[src/design/output_stage_regs.vh]
// Register offsets, field positions, reset values and timing counts
// for the output stage control register group.
// Assumes a 100 MHz system clock.
`ifndef OUTPUT_STAGE_REGS_VH
`define OUTPUT_STAGE_REGS_VH

`define REG_RESERVED_SLOT        8'h27
`define REG_OUTPUT_STAGE_CONTROL 8'h28
`define REG_DAC_OUTPUT_SWITCHING 8'h29
`define REG_POP_REDUCTION_TIMING 8'h2A
`define REG_LEFT_DAC_VOLUME      8'h2B
`define REG_RIGHT_DAC_VOLUME     8'h2C

`define RST_OUTPUT_STAGE_CONTROL 8'h00
`define RST_DAC_OUTPUT_SWITCHING 8'h00
`define RST_POP_REDUCTION_TIMING 8'h00
`define RST_DAC_VOLUME           8'h80

// Writable bits; bits clear in these masks always read back as zero
`define MASK_DAC_OUTPUT_SWITCHING 8'hF3
`define MASK_POP_REDUCTION_TIMING 8'hFE

`define MUTE_BIT   7
`define STEP_ONE   2'h0
`define STEP_TWO   2'h1
`define STEP_NONE  2'h2
`define LINK_L_FOLLOWS_R 2'h1
`define LINK_R_FOLLOWS_L 2'h2

// Timing in microseconds; cycles per microsecond at 100 MHz
`define CLOCK_MHZ          100
`define CYCLES_PER_US      (`CLOCK_MHZ)
`define DELAY_US_10        10
`define DELAY_US_100       100
`define DELAY_US_1000      1000
`define DELAY_US_10000     10000
`define DELAY_US_50000     50000
`define DELAY_US_100000    100000
`define DELAY_US_200000    200000
`define DELAY_US_400000    400000
`define DELAY_US_800000    800000
`define DELAY_US_2000000   2000000
`define DELAY_US_4000000   4000000
`define RAMP_US_1          1000
`define RAMP_US_2          2000
`define RAMP_US_4          4000

`endif

[src/design/output_stage_control_regs.v]
// Output stage control registers with left/right DAC volume stepping.
// Assumes a byte-wide register port from the control bus decoder and a
// one-cycle sample-rate strobe synchronous to the clock.
`timescale 1ns/1ps
`default_nettype none
`include "output_stage_regs.vh"

// How it works
// - Bits 7:6 of 0x28 choose common-mode level, reset 00.
// - Bits 5:4 of 0x28 choose left second-line bypass mode.
// - Bits 3:2 of 0x28 choose right second-line bypass mode.
// - Bits 1:0 of 0x28 set soft-step rate; 10 immediate.
// - Bits 7:6 of 0x29 route left DAC to one of three paths.
// - Bits 5:4 of 0x29 route right DAC to one of three paths.
// - Bits 1:0 of 0x29 link left and right volumes.
// - Bits 7:4 of 0x2A set driver power-on delay, zero to four seconds.
// - Bits 3:2 of 0x2A set driver ramp-up step time.
// - Bit 1 of 0x2A picks weak common-mode source.
// - Bit 7 of 0x2B mutes left DAC, resets to one.
// - Bits 6:0 of 0x2B attenuate left DAC, 0.5 dB per code.
// - Right DAC register has same mute and volume layout.
module output_stage_control_regs (
   input  wire       clock,
   input  wire       sys_rst,
   input  wire [7:0] reg_addr,
   input  wire       reg_wr,
   input  wire [7:0] reg_wdata,
   output reg  [7:0] reg_rdata,
   input  wire       sample_strobe,
   input  wire       driver_power_request,
   output reg  [1:0] common_mode_select,
   output reg  [1:0] left_bypass_select,
   output reg  [1:0] right_bypass_select,
   output reg  [1:0] left_dac_path_select,
   output reg  [1:0] right_dac_path_select,
   output reg        weak_cm_bandgap,
   output reg        left_dac_mute,
   output reg  [6:0] left_dac_atten,
   output reg        right_dac_mute,
   output reg  [6:0] right_dac_atten,
   output reg        driver_power_ready,
   output reg        ramp_step
);

   // ---------------------------------------------------------------
   // Register storage
   // ---------------------------------------------------------------
   reg [7:0] output_stage_control_ff;
   reg [7:0] dac_output_switching_ff;
   reg [7:0] pop_reduction_timing_ff;
   reg [7:0] left_dac_volume_ff;
   reg [7:0] right_dac_volume_ff;

   wire wr_stage = reg_wr && (reg_addr == `REG_OUTPUT_STAGE_CONTROL);
   wire wr_switch = reg_wr && (reg_addr == `REG_DAC_OUTPUT_SWITCHING);
   wire wr_pop = reg_wr && (reg_addr == `REG_POP_REDUCTION_TIMING);
   wire wr_left = reg_wr && (reg_addr == `REG_LEFT_DAC_VOLUME);
   wire wr_right = reg_wr && (reg_addr == `REG_RIGHT_DAC_VOLUME);

   always @(posedge clock) begin
      if (sys_rst) begin
         output_stage_control_ff <= `RST_OUTPUT_STAGE_CONTROL;
         dac_output_switching_ff <= `RST_DAC_OUTPUT_SWITCHING;
         pop_reduction_timing_ff <= `RST_POP_REDUCTION_TIMING;
         left_dac_volume_ff      <= `RST_DAC_VOLUME;
         right_dac_volume_ff     <= `RST_DAC_VOLUME;
      end else begin
         if (wr_stage && reg_wdata[1:0] != 2'h3) begin
            output_stage_control_ff <= reg_wdata;
         end
         if (wr_switch) begin
            dac_output_switching_ff <= reg_wdata & `MASK_DAC_OUTPUT_SWITCHING;
         end
         if (wr_pop) begin
            pop_reduction_timing_ff <= reg_wdata & `MASK_POP_REDUCTION_TIMING;
         end
         if (wr_left) begin
            left_dac_volume_ff <= reg_wdata;
         end
         if (wr_right) begin
            right_dac_volume_ff <= reg_wdata;
         end
      end
   end

   // ---------------------------------------------------------------
   // Read-back
   // ---------------------------------------------------------------
   always @* begin
      case (reg_addr)
         `REG_OUTPUT_STAGE_CONTROL: reg_rdata = output_stage_control_ff;
         `REG_DAC_OUTPUT_SWITCHING: reg_rdata = dac_output_switching_ff;
         `REG_POP_REDUCTION_TIMING: reg_rdata = pop_reduction_timing_ff;
         `REG_LEFT_DAC_VOLUME:      reg_rdata = left_dac_volume_ff;
         `REG_RIGHT_DAC_VOLUME:     reg_rdata = right_dac_volume_ff;
         default:                   reg_rdata = 8'h00;
      endcase
   end

   // ---------------------------------------------------------------
   // Static field outputs
   // ---------------------------------------------------------------
   always @(posedge clock) begin
      if (sys_rst) begin
         common_mode_select    <= 2'h0;
         left_bypass_select    <= 2'h0;
         right_bypass_select   <= 2'h0;
         left_dac_path_select  <= 2'h0;
         right_dac_path_select <= 2'h0;
         weak_cm_bandgap       <= 1'b0;
      end else begin
         common_mode_select    <= output_stage_control_ff[7:6];
         left_bypass_select    <= output_stage_control_ff[5:4];
         right_bypass_select   <= output_stage_control_ff[3:2];
         left_dac_path_select  <= dac_output_switching_ff[7:6];
         right_dac_path_select <= dac_output_switching_ff[5:4];
         weak_cm_bandgap       <= pop_reduction_timing_ff[1];
      end
   end

   // ---------------------------------------------------------------
   // Volume linking and soft stepping
   // ---------------------------------------------------------------
   wire [1:0] link_mode = dac_output_switching_ff[1:0];
   wire [1:0] step_mode = output_stage_control_ff[1:0];
   reg  [7:0] left_target;
   reg  [7:0] right_target;
   reg        half_ff;

   always @* begin
      left_target  = left_dac_volume_ff;
      right_target = right_dac_volume_ff;
      if (link_mode == `LINK_L_FOLLOWS_R) begin
         left_target = right_dac_volume_ff;
      end else if (link_mode == `LINK_R_FOLLOWS_L) begin
         right_target = left_dac_volume_ff;
      end
   end

   wire step_now = (step_mode == `STEP_ONE && sample_strobe) ||
                   (step_mode == `STEP_TWO && sample_strobe && half_ff);

   function [6:0] step_toward;
      input [6:0] cur;
      input [6:0] tgt;
      begin
         if (cur < tgt) step_toward = cur + 7'h01;
         else if (cur > tgt) step_toward = cur - 7'h01;
         else step_toward = cur;
      end
   endfunction

   always @(posedge clock) begin
      if (sys_rst) begin
         half_ff         <= 1'b0;
         left_dac_mute   <= 1'b1;
         right_dac_mute  <= 1'b1;
         left_dac_atten  <= 7'h00;
         right_dac_atten <= 7'h00;
      end else begin
         if (sample_strobe) begin
            half_ff <= ~half_ff;
         end
         left_dac_mute  <= left_target[`MUTE_BIT];
         right_dac_mute <= right_target[`MUTE_BIT];
         if (step_mode == `STEP_NONE) begin
            left_dac_atten  <= left_target[6:0];
            right_dac_atten <= right_target[6:0];
         end else if (step_now) begin
            left_dac_atten  <= step_toward(left_dac_atten, left_target[6:0]);
            right_dac_atten <= step_toward(right_dac_atten, right_target[6:0]);
         end
      end
   end

   // ---------------------------------------------------------------
   // Driver power-on delay and ramp step timer
   // ---------------------------------------------------------------
   function [31:0] delay_cycles;
      input [3:0] code;
      begin
         case (code)
            4'h0: delay_cycles = 32'h0;
            4'h1: delay_cycles = `DELAY_US_10 * `CYCLES_PER_US;
            4'h2: delay_cycles = `DELAY_US_100 * `CYCLES_PER_US;
            4'h3: delay_cycles = `DELAY_US_1000 * `CYCLES_PER_US;
            4'h4: delay_cycles = `DELAY_US_10000 * `CYCLES_PER_US;
            4'h5: delay_cycles = `DELAY_US_50000 * `CYCLES_PER_US;
            4'h6: delay_cycles = `DELAY_US_100000 * `CYCLES_PER_US;
            4'h7: delay_cycles = `DELAY_US_200000 * `CYCLES_PER_US;
            4'h8: delay_cycles = `DELAY_US_400000 * `CYCLES_PER_US;
            4'h9: delay_cycles = `DELAY_US_800000 * `CYCLES_PER_US;
            4'hA: delay_cycles = `DELAY_US_2000000 * `CYCLES_PER_US;
            4'hB: delay_cycles = `DELAY_US_4000000 * `CYCLES_PER_US;
            default: delay_cycles = 32'h0;
         endcase
      end
   endfunction

   function [31:0] ramp_cycles;
      input [1:0] code;
      begin
         case (code)
            2'h1: ramp_cycles = `RAMP_US_1 * `CYCLES_PER_US;
            2'h2: ramp_cycles = `RAMP_US_2 * `CYCLES_PER_US;
            2'h3: ramp_cycles = `RAMP_US_4 * `CYCLES_PER_US;
            default: ramp_cycles = 32'h0;
         endcase
      end
   endfunction

   reg [31:0] delay_count_ff;
   reg [31:0] ramp_count_ff;
   wire [31:0] delay_target = delay_cycles(pop_reduction_timing_ff[7:4]);
   wire [31:0] ramp_target = ramp_cycles(pop_reduction_timing_ff[3:2]);

   always @(posedge clock) begin
      if (sys_rst) begin
         delay_count_ff     <= 32'h0;
         ramp_count_ff      <= 32'h0;
         driver_power_ready <= 1'b0;
         ramp_step          <= 1'b0;
      end else begin
         ramp_step <= 1'b0;
         if (!driver_power_request) begin
            delay_count_ff     <= 32'h0;
            ramp_count_ff      <= 32'h0;
            driver_power_ready <= 1'b0;
         end else if (!driver_power_ready) begin
            if (delay_count_ff >= delay_target) begin
               driver_power_ready <= 1'b1;
            end else begin
               delay_count_ff <= delay_count_ff + 32'h1;
            end
         end else if (ramp_count_ff + 32'h1 >= ramp_target) begin
            ramp_count_ff <= 32'h0;
            ramp_step     <= 1'b1;
         end else begin
            ramp_count_ff <= ramp_count_ff + 32'h1;
         end
      end
   end

endmodule // output_stage_control_regs
`default_nettype wire

[config.mk]
export PLATFORM = sky130hd
export DESIGN_NAME = output_stage_control_regs
export DESIGN_NICKNAME = d
export VERILOG_FILES = /design/src/design/output_stage_control_regs.v
export VERILOG_INCLUDE_DIRS = /design/src /design/src/design
export SDC_FILE = /design/constraint.sdc
export NUM_CORES = 1
export LEC_CHECK = 0
export BUFFER_PORTS_ARGS = -buffer_cell sky130_fd_sc_hd__buf_2
export CAP_MARGIN = 20
export CORE_MARGIN = 1
export CORE_UTILIZATION = 30
export DETAILED_ROUTE_END_ITERATION = 8
export HOLD_SLACK_MARGIN = 0.12
export PLACE_DENSITY = 0.48
export SYNTH_ARGS = -nofsm -noshare
export SYNTH_HDL_FRONTEND = slang
export SYNTH_SLANG_ARGS = --single-unit
[constraint.sdc]
create_clock -name clock -period 6.7 [get_ports clock]
set_input_delay 1.005 -clock clock [delete_from_list [all_inputs] [get_ports clock]]
set_output_delay 1.005 -clock clock [all_outputs]
set_load 0.03 [all_outputs]
* After elaboration in Yosys (flattened, before gate mapping)
Memory sizes are Yosys's and may differ from the RTL's. A register that Yosys moved wholly into a read port is not among the register bits. Index checks and enable logic that the tools add are counted.
Operators by class: $add $sub $neg 6, magnitude comparators 6, equal/unequal tests 13, muxes and demuxes 19, bitwise gates (word level) 4, reductions and logical operators 19
Operators by type and width (number):
- 32-bit by 1-bit adder with 32-bit output, second input constant | 2
- 32-bit greater-or-equal comparator | 2
- 19-bit case mux with 3 select lines | 1
- 7-bit two-way mux | 8
- 8-bit by 6-bit == test with 1-bit output, second input constant | 5
- 8-bit case mux with 5 select lines | 1
- 32-bit two-way mux | 1
- 8-bit two-way mux | 3
- 7-bit by 1-bit adder with 7-bit output, second input constant | 2
- 7-bit > comparator | 2
- 7-bit < comparator | 2
- 7-bit by 1-bit subtractor with 7-bit output, second input constant | 2
- 1-bit logical AND | 9
- 2-bit == test, second input constant | 4
- 4-bit two-way mux | 2
- 2-bit by 1-bit == test with 1-bit output, second input constant | 3
- 2-bit AND reduction | 3
- 3-bit nonzero test | 2
- 1-bit inverter | 4
- 1-bit two-way mux | 3
- 3-bit OR reduction | 1
- 2-bit logical NOT | 1
- 2-bit inequality test, second input constant | 1
- 2-bit nonzero test | 1
- other kinds (2) | 2
Storage, ports and cells: flip-flop bits (word level) 131, memory bits (read-only) 416, bits of input ports 21, output and inout port bits 37, word-level logic and storage cells 88, memories 1
Memory list:
- (name not given) | words 16, bits a word 26, read ports 1, clocked after Yosys merged registers in 1, write ports 0, line output_stage_control_regs.v:182 | case (code)

* Depth between registers and ports, before layout
depth after elaboration 8, mapped depth 17, depth with buffers taken out 16

* Least setup slack after synthesis
Ideal clock, no wire load.
kind reg-to-reg, start register dac_output_switching_ff[1], end register right_dac_atten[6], library setup time 0.117 ns, arrival 3.595 ns, required time 6.583 ns, path slack 2.988 ns, cell stages (with the launch flop) 17, buffers on the path 1, period minus slack after synthesis 3.712 ns, cell sequence dfxtp_1 > nor2b_1 > clkbuf_1 > mux2i_1 > ha_1 > nor2b_1 > o21ai_0 > a21oi_1 > a211oi_1 > inv_1 > fa_1 > a21o_1 > a21oi_1 > o21ai_0 > xnor2_1 > o21bai_1 > a32o_1
On the way: word-level cells in the longest chain between the ends 7, elaborated cells between the ends (all ways) 11, those cells by class order compare (2); eq/ne (2); mux (5); reduce/logical (2)
RTL lines:
- start: declaration | line output_stage_control_regs.v:49 | reg [7:0] dac_output_switching_ff;
- start signal: assignment | line output_stage_control_regs.v:63 | dac_output_switching_ff <= `RST_DAC_OUTPUT_SWITCHING;
- start signal: assignment | line output_stage_control_regs.v:72 | dac_output_switching_ff <= reg_wdata & `MASK_DAC_OUTPUT_SWITCHING;
- 2-bit == test (no source line)
- 8-bit two-way mux | line output_stage_control_regs.v:135 | end else if (link_mode == `LINK_R_FOLLOWS_L) begin
- 8-bit two-way mux (*) | line output_stage_control_regs.v:133 | if (link_mode == `LINK_L_FOLLOWS_R) begin
- 7-bit < comparator | line output_stage_control_regs.v:147 | if (cur < tgt) step_toward = cur + 7'h01;
- 7-bit two-way mux | line output_stage_control_regs.v:147
- 7-bit two-way mux | line output_stage_control_regs.v:169 | end else if (step_now) begin
- 7-bit two-way mux | line output_stage_control_regs.v:166 | if (step_mode == `STEP_NONE) begin
- end signal: assignment | line output_stage_control_regs.v:168 | right_dac_atten <= right_target[6:0];
- end signal: assignment | line output_stage_control_regs.v:171 | right_dac_atten <= step_toward(right_dac_atten, right_target[6:0]);
- end: declaration | line output_stage_control_regs.v:40 | output reg [6:0] right_dac_atten,
Every way passes the cells marked *; elsewhere a longest branch is shown, timed or not. The select of a mux whose other input is x is not followed. A chain may end at the register's enable or synchronous reset.

* Worst setup path after layout
Ends and elaborated chain as after synthesis.

==> results.md <==
- Registers are responsible for between 30 and 40% of the overall power.
- The run finished with clean final reports.
- The CTS root buffer is sky130_fd_sc_hd__clkbuf_16.
- The path with the worst hold slack has its endpoint at delay_count_ff[31].
- The combinational power share is 28.1%.
- The detail route stage leaves a number of antenna-violating nets equal to 0.
- The worst slack at placement is 2.38 ns.
- Summed over all layers, the global routing overflow is 0.
- Post-CTS timing repair inserted 0 buffers for setup.
- The most common flop cell mapped by yosys is sky130_fd_sc_hd__dfxtp_1.
- Dividing total power by cell area gives a power density of approximately 270 mW/mm2.
- The clock network is responsible for 36.4% of the overall power.
- Summed over all cells, the static leakage comes to between 4 and 5 nW.
- After layout, the worst setup slack is about 2.4 ns.
- Of all cell types, the one taking the most synthesized area is sky130_fd_sc_hd__dfxtp_1.
- Detailed placement ended at an HPWL of 17.9 mm.
- The maximum clock frequency is 230 MHz.
- In the final routed layout, each cell accounts on average for 16.5 um.
- In this run switching power makes up 34.4% of total power.
- The cell area that synthesis handed to floorplanning was around 0.0093 mm2.
- From left edge to right edge, the die measures 178 um.
- The data arrival time of the worst path is 4.67 ns.
- Setup repair after global routing left no endpoint under its margin.
- During I/O placement, the number of pins put on the boundary was 58.
- The worst setup path is of the reg2reg kind.
- The internal power of the cells totals 1.87 mW.
- The net count of the finished layout is between 1k and 1.5k.
- The number of design-rule violations left by the first detailed-router iteration is 501.
- Sorting the synthesized cells by area gives the leading types as sky130_fd_sc_hd__dfxtp_1 34%, sky130_fd_sc_hd__ha_1 10%, sky130_fd_sc_hd__mux2i_1 5.3%.
- The latest clock arrival within the worst-skew pair is ~0.44 ns.
- On the final layout, the worst clock skew is 0.0177 ns.
- The tightest slew margin relative to the limit is ~34%.
- The first TritonRoute pass finished after 7 iterations.
- The buffer depth of the longest clock path is 2.
- The transition time of the tightest slew-check pin is 0.979 ns.
- Counting every net in the synthesized netlist gives 1158.
- The initial core utilization is between 30% and 40%.
- Gates resized during post-CTS repair numbered 0.
- The number of enable flip-flop cells after synthesis is 0.
- The share of cells above drive strength 1 is 14.2%.
- The routed wire length is 24.7 mm.
- The total instance count after detailed placement is 1463.
- The number of hold violations in the final report is 0.
- The die outline area is 0.0316 mm2.
- Entering global routing, the biggest net connects 66 pins.
- In the routed design, unresolved DRC markers number 0.
- Summed over all failing endpoints, the final setup total negative slack is 0 ns.
- The launch instance of the worst min-delay path is delay_count_ff[31].
- After floorplanning, the core was sized to cover 0.0305 mm2.
- The congestion estimate from routability-driven global placement came to 0.854.
- The number of antenna diodes in the final layout is 0.
- The critical path capture point type is a register.
- In the global route stage, overall resource usage came out at 16.4%.
- After floorplanning, the core was divided into 64 placement rows.
- After synthesis, the most frequently instantiated cells are 157 x sky130_fd_sc_hd__dfxtp_1, 83 x sky130_fd_sc_hd__nand2_1, 77 x sky130_fd_sc_hd__ha_1.
- The total count of max-transition violations in the final report is 0.
- Dividing the synthesized area by the synthesized cell count gives ~9 um2.
- The clock transition at the registers of the reported paths is 0.08 ns.
- After technology mapping, the gate count stands at 1058.
- The required arrival time at the worst endpoint is 7.03 ns.
- Relative to the synthesized area, the layout overhead comes to 13.8%.
- The setup slack on the worst flop-to-flop path is about 2.4 ns.
- STA classifies the critical path startpoint as a register.
- After layout, the minimum clock period comes to 4.34 ns.
- The height of the chip is approximately 180 um.
- The first global-routing pass estimated 40.6 mm of wire.
- The final standard cell count with taps included and fillers excluded is 1497.
- During synthesis, Yosys emitted a total of 0 warnings.
- The TritonCTS clock tree is done.
- The number of antenna violations at the first check in global routing came to 1.
- The via count of the first global-routing pass was 7431.
- The startpoint identified for the worst register-to-register timing path is dac_output_switching_ff[1].
- The routed layout has 7705 vias.
- For this run, the register share of the synthesized area comes to between 30% and 40%.
- The number of sinks handled by clock tree synthesis is 157.
- The number of hold buffers added after CTS was 0.
- sky130_fd_sc_hd__dfxtp_1 is the most common cell in the netlist.
- The mean number of vias per cell is 5.15.
- The final cycle utilization of the critical path is 64.8%.
- The power spent charging and discharging nets is 0.979 mW.
- The flip-flop and latch count after synthesis is 157.
- The top cell type by area accounts for 33.9% of the synthesized area.
- The max-capacitance violation count is 0.
- The netlist uses 78 different library cells.
- The worst-case IR drop observed on VDD is 221 uV.
- The post-synthesis async set-or-reset flop share is 0%.
- The endpoint identified for the worst register-to-register timing path is right_dac_atten[6].
- The maximum net fanout on the critical path is 8.
- The total clock buffers created by CTS is 17.
- Counting instances, the worst hold path has a depth of 1.
- The count of input and output buffers is 57.
- The number of cells on the worst reg-to-reg path is 15.
- The count of H-tree levels built during CTS is 4.
- Setup violations remaining at the end of the flow were counted as 0.
- The worst hold path belongs to the class reg2reg.
## worst max-delay path by stage
stage / slack [ns] / endpoint / from
6_report: 2.36 / right_dac_atten[6] / dac_output_switching_ff[1]
5_1_grt: 1.99 / right_dac_atten[6] / dac_output_switching_ff[1]
4_1_cts: 2.34 / right_dac_atten[6] / dac_output_switching_ff[1]
3_5_place_dp: 2.38 / right_dac_atten[6] / dac_output_switching_ff[1]
3_3_place_gp: 2.45 / right_dac_atten[6] / dac_output_switching_ff[1]
2_1_floorplan: 2.99 / right_dac_atten[6] / dac_output_switching_ff[1]
## power by group through the flow
stage                     Sequential [mW]  Combinational [mW]  Clock (mW)
after floorplan                      1.07               0.582           0
after global placement               1.03               0.793           0
after detailed placement             1.03               0.799           0
after CTS                            1.01               0.802        1.07
after global routing                 1.02               0.903        1.10
final                                1.01               0.800        1.04
## cell usage in the layout, fill, tap and decap left out, drive strengths merged, types with 11 or more instances in the layout
| cell type | count |
|---|---|
| dfxtp | 157 |
| nand2 | 84 |
| ha | 77 |
| nor2 | 74 |
| buf | 66 |
| inv | 65 |
| a21oi | 63 |
| nand3 | 54 |
| mux2i | 49 |
| xnor2 | 32 |
| nand4 | 31 |
| o21ai | 31 |
| a211oi | 31 |
| nor3 | 25 |
| a21o | 23 |
| xor2 | 21 |
| nor2b | 19 |
| clkbuf | 17 |
| and2 | 16 |
| o31ai | 15 |
| or3 | 13 |
| or4 | 11 |
## metrics by stage
stage	util, %	hold WS, ns	total power, mW	area (um2)
2_1_floorplan	-	0.421	1.65	9280
3_3_place_gp	32.4	0.437	1.83	9900
3_5_place_dp	32.4	0.441	1.83	9900
4_1_cts	34.6	0.462	2.88	10500
5_1_grt	34.6	0.489	3.03	10600
6_report	34.6	0.458	2.85	10600
## logic make-up (layout without fill, tap and decap cells)
group	count (synthesis)	count (layout)	share of synthesized area, %
AO/OA/AOI/OAI	229	229	18.4
XOR/XNOR	53	53	5.00
adder cells (fa/ha/maj)	79	79	10.8
buffers and inverters	115	158	4.99
flip-flops	157	157	33.9
multiplexers	58	58	6.38
AND/OR/NAND/NOR	367	367	20.6
## layer usage
metal	up-vias	GRT usage (%)	wire length, um
met5	-	0	14
met4	2	5.48	492
met3	31	2.53	853
met2	151	26.1	11100
met1	3639	22.4	12200
li1	3882	-	-
## critical path, stage by stage, from the launching register on
cell	delay (ns)
sky130_fd_sc_hd__dfxtp_1	0.36
sky130_fd_sc_hd__nor2b_1	0.69
sky130_fd_sc_hd__mux2i_1	0.33
sky130_fd_sc_hd__ha_1	0.28
sky130_fd_sc_hd__nor2b_1	0.13
sky130_fd_sc_hd__o21ai_0	0.15
sky130_fd_sc_hd__a21oi_1	0.08
sky130_fd_sc_hd__a211oi_1	0.45
sky130_fd_sc_hd__inv_1	0.25
sky130_fd_sc_hd__fa_1	0.45
sky130_fd_sc_hd__a21o_1	0.18
sky130_fd_sc_hd__a21oi_1	0.21
sky130_fd_sc_hd__o21ai_0	0.14
sky130_fd_sc_hd__xnor2_1	0.20
sky130_fd_sc_hd__o21bai_1	0.08
sky130_fd_sc_hd__a32o_1	0.25
## final cells by class
type / instances / area (um2)
Inverter: 60 / 225
Timing Repair Buffer: 66 / 358
Sequential cell: 157 / 3140
Tap cell: 396 / 495
Clock buffer: 17 / 425
Fill cell: 3149 / 19900
Multi-Input combinational cell: 786 / 5700
Clock inverter: 15 / 218
## sequential cells by signal (all words and copies together) (netlist names), 2 cells and up
name                     count
ramp_count_ff               32
left_dac_atten               7
pop_reduction_timing_ff      7
delay_target                26
left_bypass_select           2
delay_count_ff              32
dac_output_switching_ff      6
right_bypass_select          2
output_stage_control_ff      8
right_dac_path_select        2
right_dac_volume_ff          8
right_dac_atten              7
common_mode_select           2
left_dac_path_select         2
left_dac_volume_ff           8
Note: power is estimated with default switching activity, not from simulation.
